## config.mk

```make
export PLATFORM = sky130hd
export DESIGN_NAME = lrc_range_loader
export DESIGN_NICKNAME = d
export VERILOG_FILES = /design/src/verilog/lrc_sync_edge.v /design/src/verilog/lrc_range_loader.v
export VERILOG_INCLUDE_DIRS = /design/src /design/src/include
export SDC_FILE = /design/constraint.sdc
export NUM_CORES = 1
export LEC_CHECK = 0
export ABC_CLOCK_PERIOD_IN_PS = 1800
export BUFFER_PORTS_ARGS = -buffer_cell sky130_fd_sc_hd__buf_4
export CORE_UTILIZATION = 41
export DETAILED_ROUTE_END_ITERATION = 8
export GPL_ROUTABILITY_DRIVEN = 0
export PLACE_DENSITY_LB_ADDON = 0.25
export SETUP_SLACK_MARGIN = 0.2
export SYNTH_ARGS = -nofsm -noshare
export SYNTH_HDL_FRONTEND = slang
export SYNTH_SLANG_ARGS = --single-unit
```

## constraint.sdc

```tcl
create_clock -name ref_clk -period 1.8 [get_ports ref_clk]
set_input_delay 0.36 -clock ref_clk [delete_from_list [all_inputs] [get_ports ref_clk]]
set_output_delay 0.36 -clock ref_clk [all_outputs]
set_load 0.005 [all_outputs]
```

## src/include/lrc_defs.vh

```
// Purpose: Constants for the range configuration loader
// Assumes: Included by bare name from design files
// Notes:   Word of 12 bits, four channels of 3-bit codes
`ifndef LRC_DEFS_VH
`define LRC_DEFS_VH
`define LRC_WORD_W      12
`define LRC_CODE_W      3
`define LRC_CHANNELS    4
`define LRC_CNT_W       4
`define LRC_CNT_LAST    4'hb
`define LRC_CNT_ZERO    4'h0
`define LRC_CFG_RESET   12'hfff
`define LRC_WORD_ZERO   12'h000
`define LRC_CODE_OFF    3'h0
`define LRC_PWRUP_MS    10
`define LRC_CLK_MHZ     25
`define LRC_US_PER_MS   1000
`define LRC_PIN_IDLE    4'h4
`endif

```

## src/verilog/lrc_sync_edge.v

```verilog
// Purpose: Two-stage synchroniser with edge detection on the stable stage
// Assumes: One ref_clk domain, synchronous active-high reset
// Notes:   First stage is read only by the second stage
`timescale 1ns/1ps
module lrc_sync_edge #(
  parameter             WIDTH     = 1,
  // Idle level of each pin, so reset never fakes an edge
  parameter [WIDTH-1:0] RESET_VAL = {WIDTH{1'b0}}
) (
  // Clock and control
  input  wire             ref_clk,
  input  wire             rst,
  input  wire             clkEn,
  // Asynchronous input
  input  wire [WIDTH-1:0] asyncIn,
  // Synchronised outputs
  output reg  [WIDTH-1:0] syncOut_reg,
  output reg  [WIDTH-1:0] prevOut_reg
);
  reg [WIDTH-1:0] meta_reg;

  // Two flops, then a delayed copy for edge finding
  always @(posedge ref_clk) begin
    if (rst) begin
      meta_reg    <= RESET_VAL;
      syncOut_reg <= RESET_VAL;
      prevOut_reg <= RESET_VAL;
    end else if (clkEn) begin
      meta_reg    <= asyncIn;
      syncOut_reg <= meta_reg;
      prevOut_reg <= syncOut_reg;
    end
  end
endmodule // lrc_sync_edge

```

## src/verilog/lrc_range_loader.v

```verilog
// Purpose: Loads the per-channel range configuration from DDR serial words
// Assumes: serial_clock_in far slower than ref_clk (320 ns vs 40 ns period)
// Notes:   Both link clock edges are found by oversampling in ref_clk
`timescale 1ns/1ps
`include "lrc_defs.vh"
module lrc_range_loader #(
  parameter WORD_W      = `LRC_WORD_W,
  parameter CHANNELS    = `LRC_CHANNELS,
  parameter PWRUP_MS    = `LRC_PWRUP_MS,
  // Power-up delay in cycles; shorten in simulation
  parameter PWRUP_CYCLES = PWRUP_MS * `LRC_US_PER_MS * `LRC_CLK_MHZ
) (
  // Clock, reset and enable
  input  wire                   ref_clk,
  input  wire                   rst,
  input  wire                   clkEn,
  // Link pins from the host
  input  wire                   serial_clock_in,
  input  wire                   serial_data_in,
  input  wire                   chipSelectN,
  // Conversion status from the core
  input  wire                   busy,
  input  wire                   convStart,
  // Range outputs towards the converter core
  output reg  [WORD_W-1:0]      rangeCfg_reg,
  output reg  [CHANNELS-1:0]    chanEnable_reg,
  output reg  [WORD_W-1:0]      appliedCfg_reg,
  output reg  [CHANNELS-1:0]    appliedEnable_reg,
  // Window and bus status
  output reg                    windowOpen_reg,
  output reg                    busEnable_reg,
  output reg                    wordLoaded_reg
);
  // Window state machine, one-hot
  localparam [2:0] ST_PWRUP  = 3'h1;
  localparam [2:0] ST_OPEN   = 3'h2;
  localparam [2:0] ST_CLOSED = 3'h4;

  // Synchronised pins: clock, data, chip select, busy
  // All four pins come from the host or the core's busy logic, which
  // run on clocks unrelated to ref_clk, so each passes two flops first.
  // Reset loads the idle levels: clock low, data low, chip select high,
  // busy low. A zero reset on chip select would briefly show a selected
  // bus and raise the bus enable for no reason right after reset.
  // Trade-off: oversampling limits the link to a half period of at least
  // three ref_clk cycles, far below what a dedicated receiver manages.
  wire [3:0] pinSync;
  wire [3:0] pinPrev;
  lrc_sync_edge #(
    .WIDTH       (4),
    .RESET_VAL   (`LRC_PIN_IDLE)
  ) uSync (
    .ref_clk     (ref_clk),
    .rst         (rst),
    .clkEn       (clkEn),
    .asyncIn     ({busy, chipSelectN, serial_data_in, serial_clock_in}),
    .syncOut_reg (pinSync),
    .prevOut_reg (pinPrev)
  );

  wire sclkEdge = pinSync[0] ^ pinPrev[0];
  wire sdata    = pinPrev[1]; // Data as it stood just before the edge
  wire csLow    = ~pinSync[2];
  wire busyFall = pinPrev[3] & ~pinSync[3];

  // Enable bit per channel: any nonzero code
  function [CHANNELS-1:0] enables;
    input [WORD_W-1:0] cfg;
    integer k;
    begin
      enables = {CHANNELS{1'b0}};
      for (k = 0; k < CHANNELS; k = k + 1) begin
        enables[k] = (cfg[k*`LRC_CODE_W +: `LRC_CODE_W] != `LRC_CODE_OFF);
      end
    end
  endfunction

  reg [2:0]          state_reg;
  reg [2:0]          state_next;
  reg [31:0]         pwrCnt_reg;
  reg [`LRC_CNT_W-1:0] edgeCnt_reg;
  reg [WORD_W-2:0]   shift_reg;
  wire [WORD_W-1:0]  rxWord = {shift_reg, sdata}; // MSB arrives first

  // Window sequencing
  // The first window waits out the power-up delay; later windows open on
  // the synchronised fall of busy. A conversion start closes the window,
  // so link edges during a conversion are simply not counted.
  always @* begin
    state_next = state_reg;
    case (state_reg)
      ST_PWRUP: begin
        if (pwrCnt_reg == PWRUP_CYCLES - 1) begin
          state_next = ST_OPEN; // opens after reset delay
        end
      end
      ST_OPEN: begin
        if (convStart) begin
          state_next = ST_CLOSED;
        end
      end
      ST_CLOSED: begin
        if (busyFall) begin
          state_next = ST_OPEN; // opens at end of conversion
        end
      end
      default: begin
        state_next = ST_PWRUP;
      end
    endcase
  end

  // A fresh window wipes partial progress so no group spans windows
  wire windowStart = (state_next == ST_OPEN) && (state_reg != ST_OPEN);
  wire takeEdge    = (state_reg == ST_OPEN) && csLow && sclkEdge;
  wire groupDone   = takeEdge && (edgeCnt_reg == `LRC_CNT_LAST);
  wire doLoad      = groupDone && (rxWord != `LRC_WORD_ZERO);

  // Power-up delay counter; stops once the first window opens
  always @(posedge ref_clk) begin
    if (rst) begin
      pwrCnt_reg <= 32'h0;
    end else if (clkEn) begin
      if (state_reg == ST_PWRUP) begin
        pwrCnt_reg <= pwrCnt_reg + 32'h1;
      end
    end
  end

  // Window state and its registered status flag
  always @(posedge ref_clk) begin
    if (rst) begin
      state_reg      <= ST_PWRUP;
      windowOpen_reg <= 1'b0;
    end else if (clkEn) begin
      state_reg      <= state_next;
      windowOpen_reg <= (state_next == ST_OPEN);
    end
  end

  // Bus enable; no tristate here, the core uses this flag
  always @(posedge ref_clk) begin
    if (rst) begin
      busEnable_reg <= 1'b0;
    end else if (clkEn) begin
      busEnable_reg <= csLow;
    end
  end

  // Edge counter and shifter
  // Trailing partial groups stay in the counter until the next window
  // opens; that and reset are the only places they are thrown away.
  always @(posedge ref_clk) begin
    if (rst) begin
      edgeCnt_reg <= `LRC_CNT_ZERO;
      shift_reg   <= {(WORD_W-1){1'b0}};
    end else if (clkEn) begin
      if (windowStart) begin
        edgeCnt_reg <= `LRC_CNT_ZERO;
        shift_reg   <= {(WORD_W-1){1'b0}};
      end else if (takeEdge) begin
        edgeCnt_reg <= groupDone ? `LRC_CNT_ZERO : edgeCnt_reg + 4'h1;
        shift_reg   <= rxWord[WORD_W-2:0];
      end
    end
  end

  // Immediate load; channel disable takes effect at once
  always @(posedge ref_clk) begin
    if (rst) begin
      rangeCfg_reg   <= `LRC_CFG_RESET;
      chanEnable_reg <= {CHANNELS{1'b1}};
      wordLoaded_reg <= 1'b0;
    end else if (clkEn) begin
      wordLoaded_reg <= doLoad;
      if (doLoad) begin
        rangeCfg_reg   <= rxWord;
        chanEnable_reg <= enables(rxWord);
      end
    end
  end

  // Settings latched at conversion start, no extra settle delay
  // A word finishing in the very cycle of the start still counts.
  always @(posedge ref_clk) begin
    if (rst) begin
      appliedCfg_reg    <= `LRC_CFG_RESET;
      appliedEnable_reg <= {CHANNELS{1'b1}};
    end else if (clkEn) begin
      if (convStart) begin
        appliedCfg_reg    <= doLoad ? rxWord : rangeCfg_reg;
        appliedEnable_reg <= doLoad ? enables(rxWord) : chanEnable_reg;
      end
    end
  end
endmodule // lrc_range_loader

```

==> results.md, run 1 <==
* Outcome: complete, no violations
* Nature of the critical path endpoint: flip-flop
* Area leader, netlist: dfxtp_1
* CTS tree: done
* Starting Density at 42.17%
* Power per cell area at 613.0 nW/um^2
* Fin crit share at 95.39%
* Synth Instances at 469
* Max H-tree Level at 3
* Sequential Area at 1973 sq um
* Initial antenna violation count at 0
* Type of the worst min-delay path: in -> reg
* Clk Latency, worst-skew pair at 0.37 ns
* Worst-path cell chain: nor3_4 > nand4_1 > buf_6 > nand3_4 > buf_4 > nor2_4 > a211o_1
* CP peak stage delay at 0.37 ns
* Layout fillers at 900
* Synth Net Count at 479
* Min Hold Slack at 0.1993 ns
* IO Port Bufs at 42
* Final hold violation count at 0
* Most frequent cells after synthesis: dfxtp_1, nor2_1, nor3_1
* FF-to-FF setup slack at 0.08 ns
* DRC violations left at 0
* Clk buf depth at 2
* Routed wl met3 at 327 microns
* Crit start category: flip-flop
* End-of-flow core utilization at 58.05%
* Area of the multi-input gates at 2648 sq um
* Crit-path max FO at 12
* Met2 WL at 5193 microns
* Pin count of the biggest net entering global routing at 31
* Synth top area cells: dfxtp_1, mux2i_1, nor2_1
* Starting DRT DRC Count at 182
* Antenna cells at 0
* Num ports at 43
* Row count at 37
* Final wirelength at 10900 microns
* Share of cells above drive strength 1 at 37.85%
* Core Area at 10280 sq um
* Leak at 2.449 nW
* Ys flop type: dfxtp_1
* DR WL/cell at 15.48 microns
* Die area at 10990 sq um
* DR vias/cell at 5.393
* Crit path DAT at 1.98 ns
* M1 WL at 5248 microns
* Final HPWL from detailed placement at 6732 microns
* Top layer in use: met4
* Post-DP Area at 5135 sq um
* EDFF count, synth at 0
* Number of nets in the layout at 573
* Routed Antenna Nets at 0
* Max Slew Vio Count at 0
* Global route total overflow at 0
* Crit Path Category: reg -> reg
* Syn-to-layout area delta at 37.64%
* Via Count at 3797
* Setup Viol. Count Final at 0
* Slowest CP cell: dfxtp_4
* Share of synthesized registers carrying an async set or reset at 0%
* Root Buffer: clkbuf_8
* Worst VDD drop at 375.2 uV
* Clock sinks at 96
* Final Critical Period at 1.717 ns
* Total design power at 3.657 mW
* Total global-route track usage at 19.37%
* Worst Path Required at 2.06 ns
* Vias in the first global route at 3601
* Die W at 104.8 microns
* First-pass GRT wire length at 17220 microns
* TritonRoute pass-1 iters at 5
* Mapped cell area at 4334 sq um
* Buf/Inv on CP at 2
* Seq/Total Area, Yosys at 44.34%
* Die Span Y at 104.8 microns
* Slew margin rel. at 71.42%
* Flops & latches, synth at 96
* Yosys warns at 0
* Clock skew at 0.01315 ns
* Top-area cell type share of the netlist area at 44.34%
* Crit path max-delay family: simple AND/OR/NAND/NOR gates
* Num CTS Buffers at 9
* Synth Area per Inst at 9.241 sq um
* Fmax at 0.5824 GHz
* CTS clk-pin slew, worst paths at 0.10 ns
* Max cap viols at 0
* Number of flip-flops in the largest register at 32
* RSZ-0062 raised after global routing: yes
* Worst Tran Pin Value at 0.4255 ns
* Synth cell types at 53
* Leading cell type by number of instances after synthesis: dfxtp_1
* Finished layout cell area at 5966 sq um
-- worst paths after layout --
check | from | endpoint | depth (start not counted)
hold reg to reg | windowOpen_reg$_SDFFE_PP0P_ | windowOpen_reg$_SDFFE_PP0P_ | 1
hold / removal | chipSelectN | uSync.meta_reg[2]$_SDFFE_PP1P_ | 2
setup / recovery | shift_reg[7]$_SDFFE_PP0P_ | rangeCfg_reg[6]$_SDFFE_PP1P_ | 7
setup reg to reg | shift_reg[7]$_SDFFE_PP0P_ | rangeCfg_reg[6]$_SDFFE_PP1P_ | 7
-- timing repair --
item,CTS,global route
pin swaps,15,28
gates resized for setup,48,52
hold buffers,0,0
endpoints found under the setup margin,67,70
gates cloned,1,2
setup buffers,16,6
-- per-layer routing --
layer | up-vias | track usage, %
met1 | 1843 | 25.78
met3 | 10 | 3.681
li1 | 1889 | -
met4 | 0 | 6.640
met2 | 55 | 31.41
met5 | - | 0
-- cells in the final DEF, fill, tap and decap left out, drive strengths merged, types with 14 or more instances in the layout --
| cell | Yosys | layout |
|---|---|---|
| buf | 11 | 109 |
| dfxtp | 96 | 96 |
| nor2 | 52 | 52 |
| nor3 | 25 | 25 |
| mux2i | 22 | 22 |
| a21oi | 21 | 21 |
| nor2b | 19 | 19 |
| a211o | 18 | 18 |
| xnor2 | 18 | 18 |
| nand4 | 14 | 15 |
| nor4 | 15 | 15 |
| nand2 | 14 | 14 |
-- through the flow --
| stage | setup TNS [ns] | instances | setup WS [ns] |
|---|---|---|---|
| 2_1_floorplan | 0 | 469 | 0.1832 |
| 3_3_place_gp | -0.002961 | 663 | -0.002961 |
| 3_5_place_dp | -0.5849 | 663 | -0.05280 |
| 4_1_cts | 0 | 696 | 0.09231 |
| 5_1_grt | -0.01104 | 704 | -0.01104 |
| 6_report | 0 | 704 | 0.08306 |
-- kinds of logic after synthesis --
logic type      Yosys count  share of synthesized area (%)
fa+ha+maj                 2                         0.5773
flops                    96                          44.34
simple gates            192                          25.23
mux                      30                          7.159
buf+inv                  40                          4.215
xor+xnor                 24                          4.850
compound gates           85                          13.63
-- report_power, final --
| part | internal (mW) | total, mW | switching [mW] |
|---|---|---|---|
| Sequential | 2.14 | 2.15 | 0.0177 |
| Combinational | 0.0862 | 0.210 | 0.123 |
| Clock | 0.516 | 1.29 | 0.777 |
| Total | 2.74 | 3.66 | 0.918 |
-- area by class of cell --
cell class	count	share of cell area (%)
Clock inverter	5	0.6921
Tap cell	136	2.852
Sequential cell	96	33.07
Clock buffer	11	2.202
Multi-Input combinational cell	334	44.38
Inverter	12	0.7550
Timing Repair Buffer	110	16.04
(Power assumes the default switching activity.)
==> run 2, diff against run 1 <==
- CORE_UTILIZATION: 41 -> 40
- SETUP_SLACK_MARGIN: 0.2 -> not set
==> run 2 against run 1 <==
- clock skew shrank 0.00063 ns
- setup slack got worse by 0.030 ns
- routed wire length fell by 6.7%
- largest power group unchanged
==> results.md, run 2 (synthesis gave the netlist of run 1 again) <==
* Routed Antenna Nets at 0 (unchanged)
* Clk buf depth at 2 (unchanged)
* Total global-route track usage at 18.24% (-1.1 points)
* CTS clk-pin slew, worst paths at 0.09 ns (about the same)
* Die area at 11260 sq um (+2.5%)
* Worst Path Required at 2.06 ns (about the same)
* Die Span Y at 106.1 microns (+1.2%)
* Vias in the first global route at 3385 (-6.0%)
* Final Non-Filler Cells at 703 (-0.14%)
* Final Critical Period at 1.747 ns (+0.03007 ns)
* Leak at 2.232 nW (-8.8%)
* DR vias/cell at 5.303 (-1.7%)
* DP Worst Slack at -0.3085 ns (-0.2557 ns)
* DRC violations left at 0 (unchanged)
* Final wirelength at 10180 microns (-6.7%)
* Syn-to-layout area delta at 29.13%
* Global route total overflow at 0 (unchanged)
* Core Area at 10420 sq um (+1.4%)
* Outcome: complete, no violations
* DR WL/cell at 14.48 microns (-6.5%)
* Die W at 106.1 microns (+1.2%)
* Root Buffer: clkbuf_8
* Crit start category: flip-flop
* Nature of the critical path endpoint: flip-flop
* Final worst setup slack at 0.05298 ns (-0.03007 ns)
* Setup Viol. Count Final at 0 (unchanged)
* Final HPWL from detailed placement at 6898 microns (+2.5%)
* Max Slew Vio Count at 0 (unchanged)
* Commonest non-fill, non-tap cell in the layout: buf_4
* Worst VDD drop at 424.3 uV (+13%)
* Dpl cells at 683 (+3.0%)
* Fin crit share at 97.06% (+1.7 points)
* Crit-path max FO at 6 (-6)
* Total design power at 3.817 mW (+4.4%)
* RSZ-0062 raised after global routing: yes
* Num CTS Buffers at 9 (unchanged)
* Clock skew at 0.01252 ns (-0.0006320 ns)
* Number of nets in the layout at 572 (-0.17%)
* Crit Path Category: reg -> reg
* Pin count of the biggest net entering global routing at 50 (+61%)
* Max cap viols at 0 (unchanged)
* Worst Tran Pin Value at 0.4701 ns (+0.04459 ns)
* Clk Latency, worst-skew pair at 0.36 ns (about the same)
* TritonRoute pass-1 iters at 4 (-1)
* Row count at 37 (unchanged)
* Number of flip-flops in the largest register at 32 (unchanged)
* End-of-flow core utilization at 53.73% (-4.3 points)
* Initial antenna violation count at 0 (unchanged)
* Slew margin rel. at 68.42% (-3.0 points)
* CTS tree: done
* Antenna cells at 0 (unchanged)
* Power per cell area at 682.0 nW/um^2 (+11%)
* Type of the worst min-delay path: in -> reg
* Num ports at 43 (unchanged)
* Most frequent cells in the layout: buf_4, dfxtp_1, nor2_1, mux2i_1, a21oi_1
* Final hold violation count at 0 (unchanged)
* Max H-tree Level at 3 (unchanged)
* Clock sinks at 96 (unchanged)
* Share of cells above drive strength 1 at 28.04% (-9.8 points)
* IO Port Bufs at 42 (unchanged)
* First-pass GRT wire length at 16390 microns (-4.8%)
* Fmax at 0.5724 GHz (-1.7%)
* Crit path DAT at 2.01 ns (+0.03 ns)
* Via Count at 3728 (-1.8%)
* Starting DRT DRC Count at 182 (unchanged)
* Starting Density at 41.61% (-0.56 points)
run 2: cell type report:
type                       count  area (sq um)
clock buffer                  14         162.7
clock inverter                 2         37.54
fill                         943          4820
inverter                      12         45.04
multi-input combinational    333          2349
sequential                    96          1929
tap                          136         170.2
timing repair buffer         110         903.4
run 2: final timing paths:
check	start	end	slack, ns	cells past startpoint
setup reg to reg	state_reg[1]$_SDFFE_PP0P_	pwrCnt_reg[31]$_SDFFE_PP0P_	0.05	7
setup / recovery	state_reg[1]$_SDFFE_PP0P_	pwrCnt_reg[31]$_SDFFE_PP0P_	0.05	7
hold reg to reg	wordLoaded_reg$_SDFFE_PP0P_	wordLoaded_reg$_SDFFE_PP0P_	0.49	2
hold / removal	chipSelectN	uSync.meta_reg[2]$_SDFFE_PP1P_	0.21	2
run 2: per-stage QoR:
step	hold slack (ns)	instance area, sq um	TNS (ns)
2_1_floorplan	0.4314	4334	0
3_3_place_gp	0.4521	5225	-1.826
3_5_place_dp	0.4767	5225	-3.764
4_1_cts	0.1933	5449	0
5_1_grt	0.2052	5597	-0.03180
6_report	0.2109	5597	0
run 2: worst max-delay path: stages, from the launching register on:
cell      delay [ns]
dfxtp_1         0.33
buf_4           0.15
and4bb_2        0.34
nand4_1         0.10
buf_4           0.18
nor4_1          0.17
nand2b_1        0.09
mux2_2          0.27
run 2: repair_timing:
item | 4_1_cts | 5_1_grt
hold buffers | 0 | 0
pin swaps | 1 | 12
resized for setup | 7 | 28
endpoints found under the setup margin | 20 | 61
buffers inserted | 0 | 4
run 2: per-layer routing:
layer	track usage, %	part of all wire [%]	vias to the layer above
li1	-	-	1876
met3	3.004	2.3	13
met4	7.143	1.4	0
met5	0	0	-
met2	27.31	45	56
met1	26.09	51	1783
run 2: power breakdown:
group	internal, mW	total [mW]	switching (mW)	leakage, nW
sequential	2.14	2.16	0.0159	0.779
clock	0.722	1.45	0.727	0.0969
combinational	0.0879	0.208	0.120	1.36
==> run 3, diff against run 2 <==
==> constraint.sdc (replaced) <==
create_clock -name ref_clk -period 1.8 [get_ports ref_clk]
set_input_delay 0.09 -clock ref_clk [delete_from_list [all_inputs] [get_ports ref_clk]]
set_output_delay 0.09 -clock ref_clk [all_outputs]
set_load 0.005 [all_outputs]
==> run 3 against run 2 <==
- sequential power about the same
- sequential cell count unchanged
- worst hold slack got worse by 0.18 ns
- via count increased by 1.6%
- routed wire length increased by 3.9%
- cell count increased by 1.7%
- highest routed layer unchanged
==> results.md, run 3 (synthesis gave the netlist of run 1 again) <==
* Number of flip-flops in the largest register at 32 (unchanged)
* Most frequent cells in the layout: buf_4, dfxtp_1, nor2_1, mux2i_1
* Area of the multi-input gates at 2370 sq um (+0.91%)
* Final Non-Filler Cells at 715 (+1.7%)
* Nature of the critical path endpoint: flip-flop
* Outcome: complete, no violations
* Type of the worst min-delay path: in -> reg
* Crit path DAT at 2.05 ns (+0.04 ns)
* First-pass GRT wire length at 17350 microns (+5.8%)
* Clk Latency, worst-skew pair at 0.38 ns (+0.02 ns)
* Final setup TNS at 0 ns (unchanged)
* Syn-to-layout area delta at 33.17%
* Final HPWL from detailed placement at 6896 microns (about the same)
* Crit-path max FO at 5 (-1)
* Crit Path Category: reg -> reg
* Max Slew Vio Count at 0 (unchanged)
* Num CTS Buffers at 9 (unchanged)
* Clk buf depth at 2 (unchanged)
* Max cap viols at 0 (unchanged)
* Commonest non-fill, non-tap cell in the layout: buf_4
* Antenna cells at 0 (unchanged)
* Fmax at 0.5619 GHz (-1.8%)
* Worst Path Required at 2.07 ns (about the same)
* Num ports at 43 (unchanged)
* TritonRoute pass-1 iters at 4 (unchanged)
* Routed Antenna Nets at 0 (unchanged)
* Via Count at 3787 (+1.6%)
* IO Port Bufs at 42 (unchanged)
* Worst VDD drop at 439.8 uV (+3.7%)
* Layout fillers at 918 (-2.7%)
* Final Critical Period at 1.780 ns (+0.03272 ns)
* DR WL/cell at 14.78 microns (+2.1%)
* Max H-tree Level at 3 (unchanged)
* Slew margin rel. at 62.37% (-6.0 points)
* CTS clk-pin slew, worst paths at 0.09 ns (about the same)
* Number of nets in the layout at 585 (+2.3%)
* Starting DRT DRC Count at 188 (+3.3%)
* Worst Tran Pin Value at 0.5638 ns (+0.09373 ns)
* Die area at 11260 sq um (unchanged)
* Root Buffer: clkbuf_8
* Clock sinks at 96 (unchanged)
* Clock skew at 0.005571 ns (-0.006950 ns)
* Setup Viol. Count Final at 0 (unchanged)
* Row count at 37 (unchanged)
* Sequential Area at 1931 sq um (about the same)
* Power per cell area at 654.9 nW/um^2 (-4.0%)
* Total global-route track usage at 19.61% (+1.4 points)
* Core Area at 10420 sq um (unchanged)
* Initial antenna violation count at 0 (unchanged)
* Fin crit share at 98.87% (+1.8 points)
* CTS tree: done
* Dpl cells at 681 (-0.29%)
* Die W at 106.1 microns (unchanged)
* Global route total overflow at 0 (unchanged)
* DRC violations left at 0 (unchanged)
* RSZ-0062 raised after global routing: yes
* End-of-flow core utilization at 55.41% (+1.7 points)
* Leak at 2.319 nW (+3.9%)
* Final hold violation count at 0 (unchanged)
* DR vias/cell at 5.297 (-0.12%)
* Total design power at 3.780 mW (-0.97%)
* Pin count of the biggest net entering global routing at 49 (-2.0%)
* Die Span Y at 106.1 microns (unchanged)
* Final wirelength at 10570 microns (+3.9%)
* Share of cells above drive strength 1 at 30.40% (+2.4 points)
* Vias in the first global route at 3560 (+5.2%)
* Crit start category: flip-flop
* Starting Density at 41.61% (unchanged)
[run 3: cell count changes in the layout (fill, tap and decap cells not counted), sizes merged]
| cell | change |
|---|---|
| clkbuf | +1 |
| clkinv | +1 |
| dlygate4sd3 | +4 |
| buf | +6 |
[run 3: cell type report]
class                   count  area share (%)
clock inverters             3          0.7370
repair buffers            123           18.51
multi-input cells         333           41.06
clock buffers              12           2.515
inverters                  12          0.7804
well taps                 136           2.948
flip-flops and latches     96           33.45
[run 3: worst paths after layout]
| kind | end | slack (ns) | cells past startpoint | start |
|---|---|---|---|---|
| worst max-delay path | rangeCfg_reg[9]$_SDFFE_PP1P_ | 0.02 | 6 | state_reg[0]$_SDFFE_PP1P_ |
| worst max register to register | rangeCfg_reg[9]$_SDFFE_PP1P_ | 0.02 | 6 | state_reg[0]$_SDFFE_PP1P_ |
| worst min-delay path | uSync.meta_reg[3]$_SDFFE_PP0P_ | 0.03 | 3 | clkEn |
| worst min register to register | wordLoaded_reg$_SDFFE_PP0P_ | 0.47 | 2 | wordLoaded_reg$_SDFFE_PP0P_ |
[run 3: what timing repair did]
| action | CTS | global route |
|---|---|---|
| setup endpoints to repair | 23 | 47 |
| cloned | 0 | 4 |
| setup buffers | 0 | 11 |
| hold endpoints to repair | 4 | 0 |
| pin swaps | 2 | 18 |
| resized for setup | 12 | 31 |
| hold buffers | 4 | 0 |
[run 3: worst max-delay path: stages (launching register included)]
cell and delay, ns:
dfxtp_2 0.35, nor4b_2 0.30, and2_4 0.23, nand4_4 0.17
clkbuf_16 0.20, and2_0 0.15, a211o_1 0.27
[run 3: where the power goes]
group          internal [mW]  leakage (nW)  switching [mW]
combinational         0.0898          1.45           0.118
clock                  0.672        0.0925           0.737
sequential              2.15         0.780          0.0167
[run 3: routing by layer]
metal | vias up | part of all wire (%) | track usage [%]
li1 | 1901 | - | -
met1 | 1818 | 50 | 26.76
met2 | 55 | 45 | 29.88
met3 | 13 | 3.6 | 5.212
met4 | 0 | 1.4 | 6.647
met5 | - | 0 | 0
[run 3: per-stage QoR]
stage / setup slack [ns] / cell area (sq um) / hold WS [ns]
floorplan: 0.09391 / 4334 / 0.2124
global placement: -0.1056 / 5197 / 0.3010
detailed placement: -0.1771 / 5197 / 0.3022
CTS: 0.0004046 / 5485 / 0.01132
global route: -0.05152 / 5772 / 0.01812
finish: 0.02026 / 5772 / 0.03231
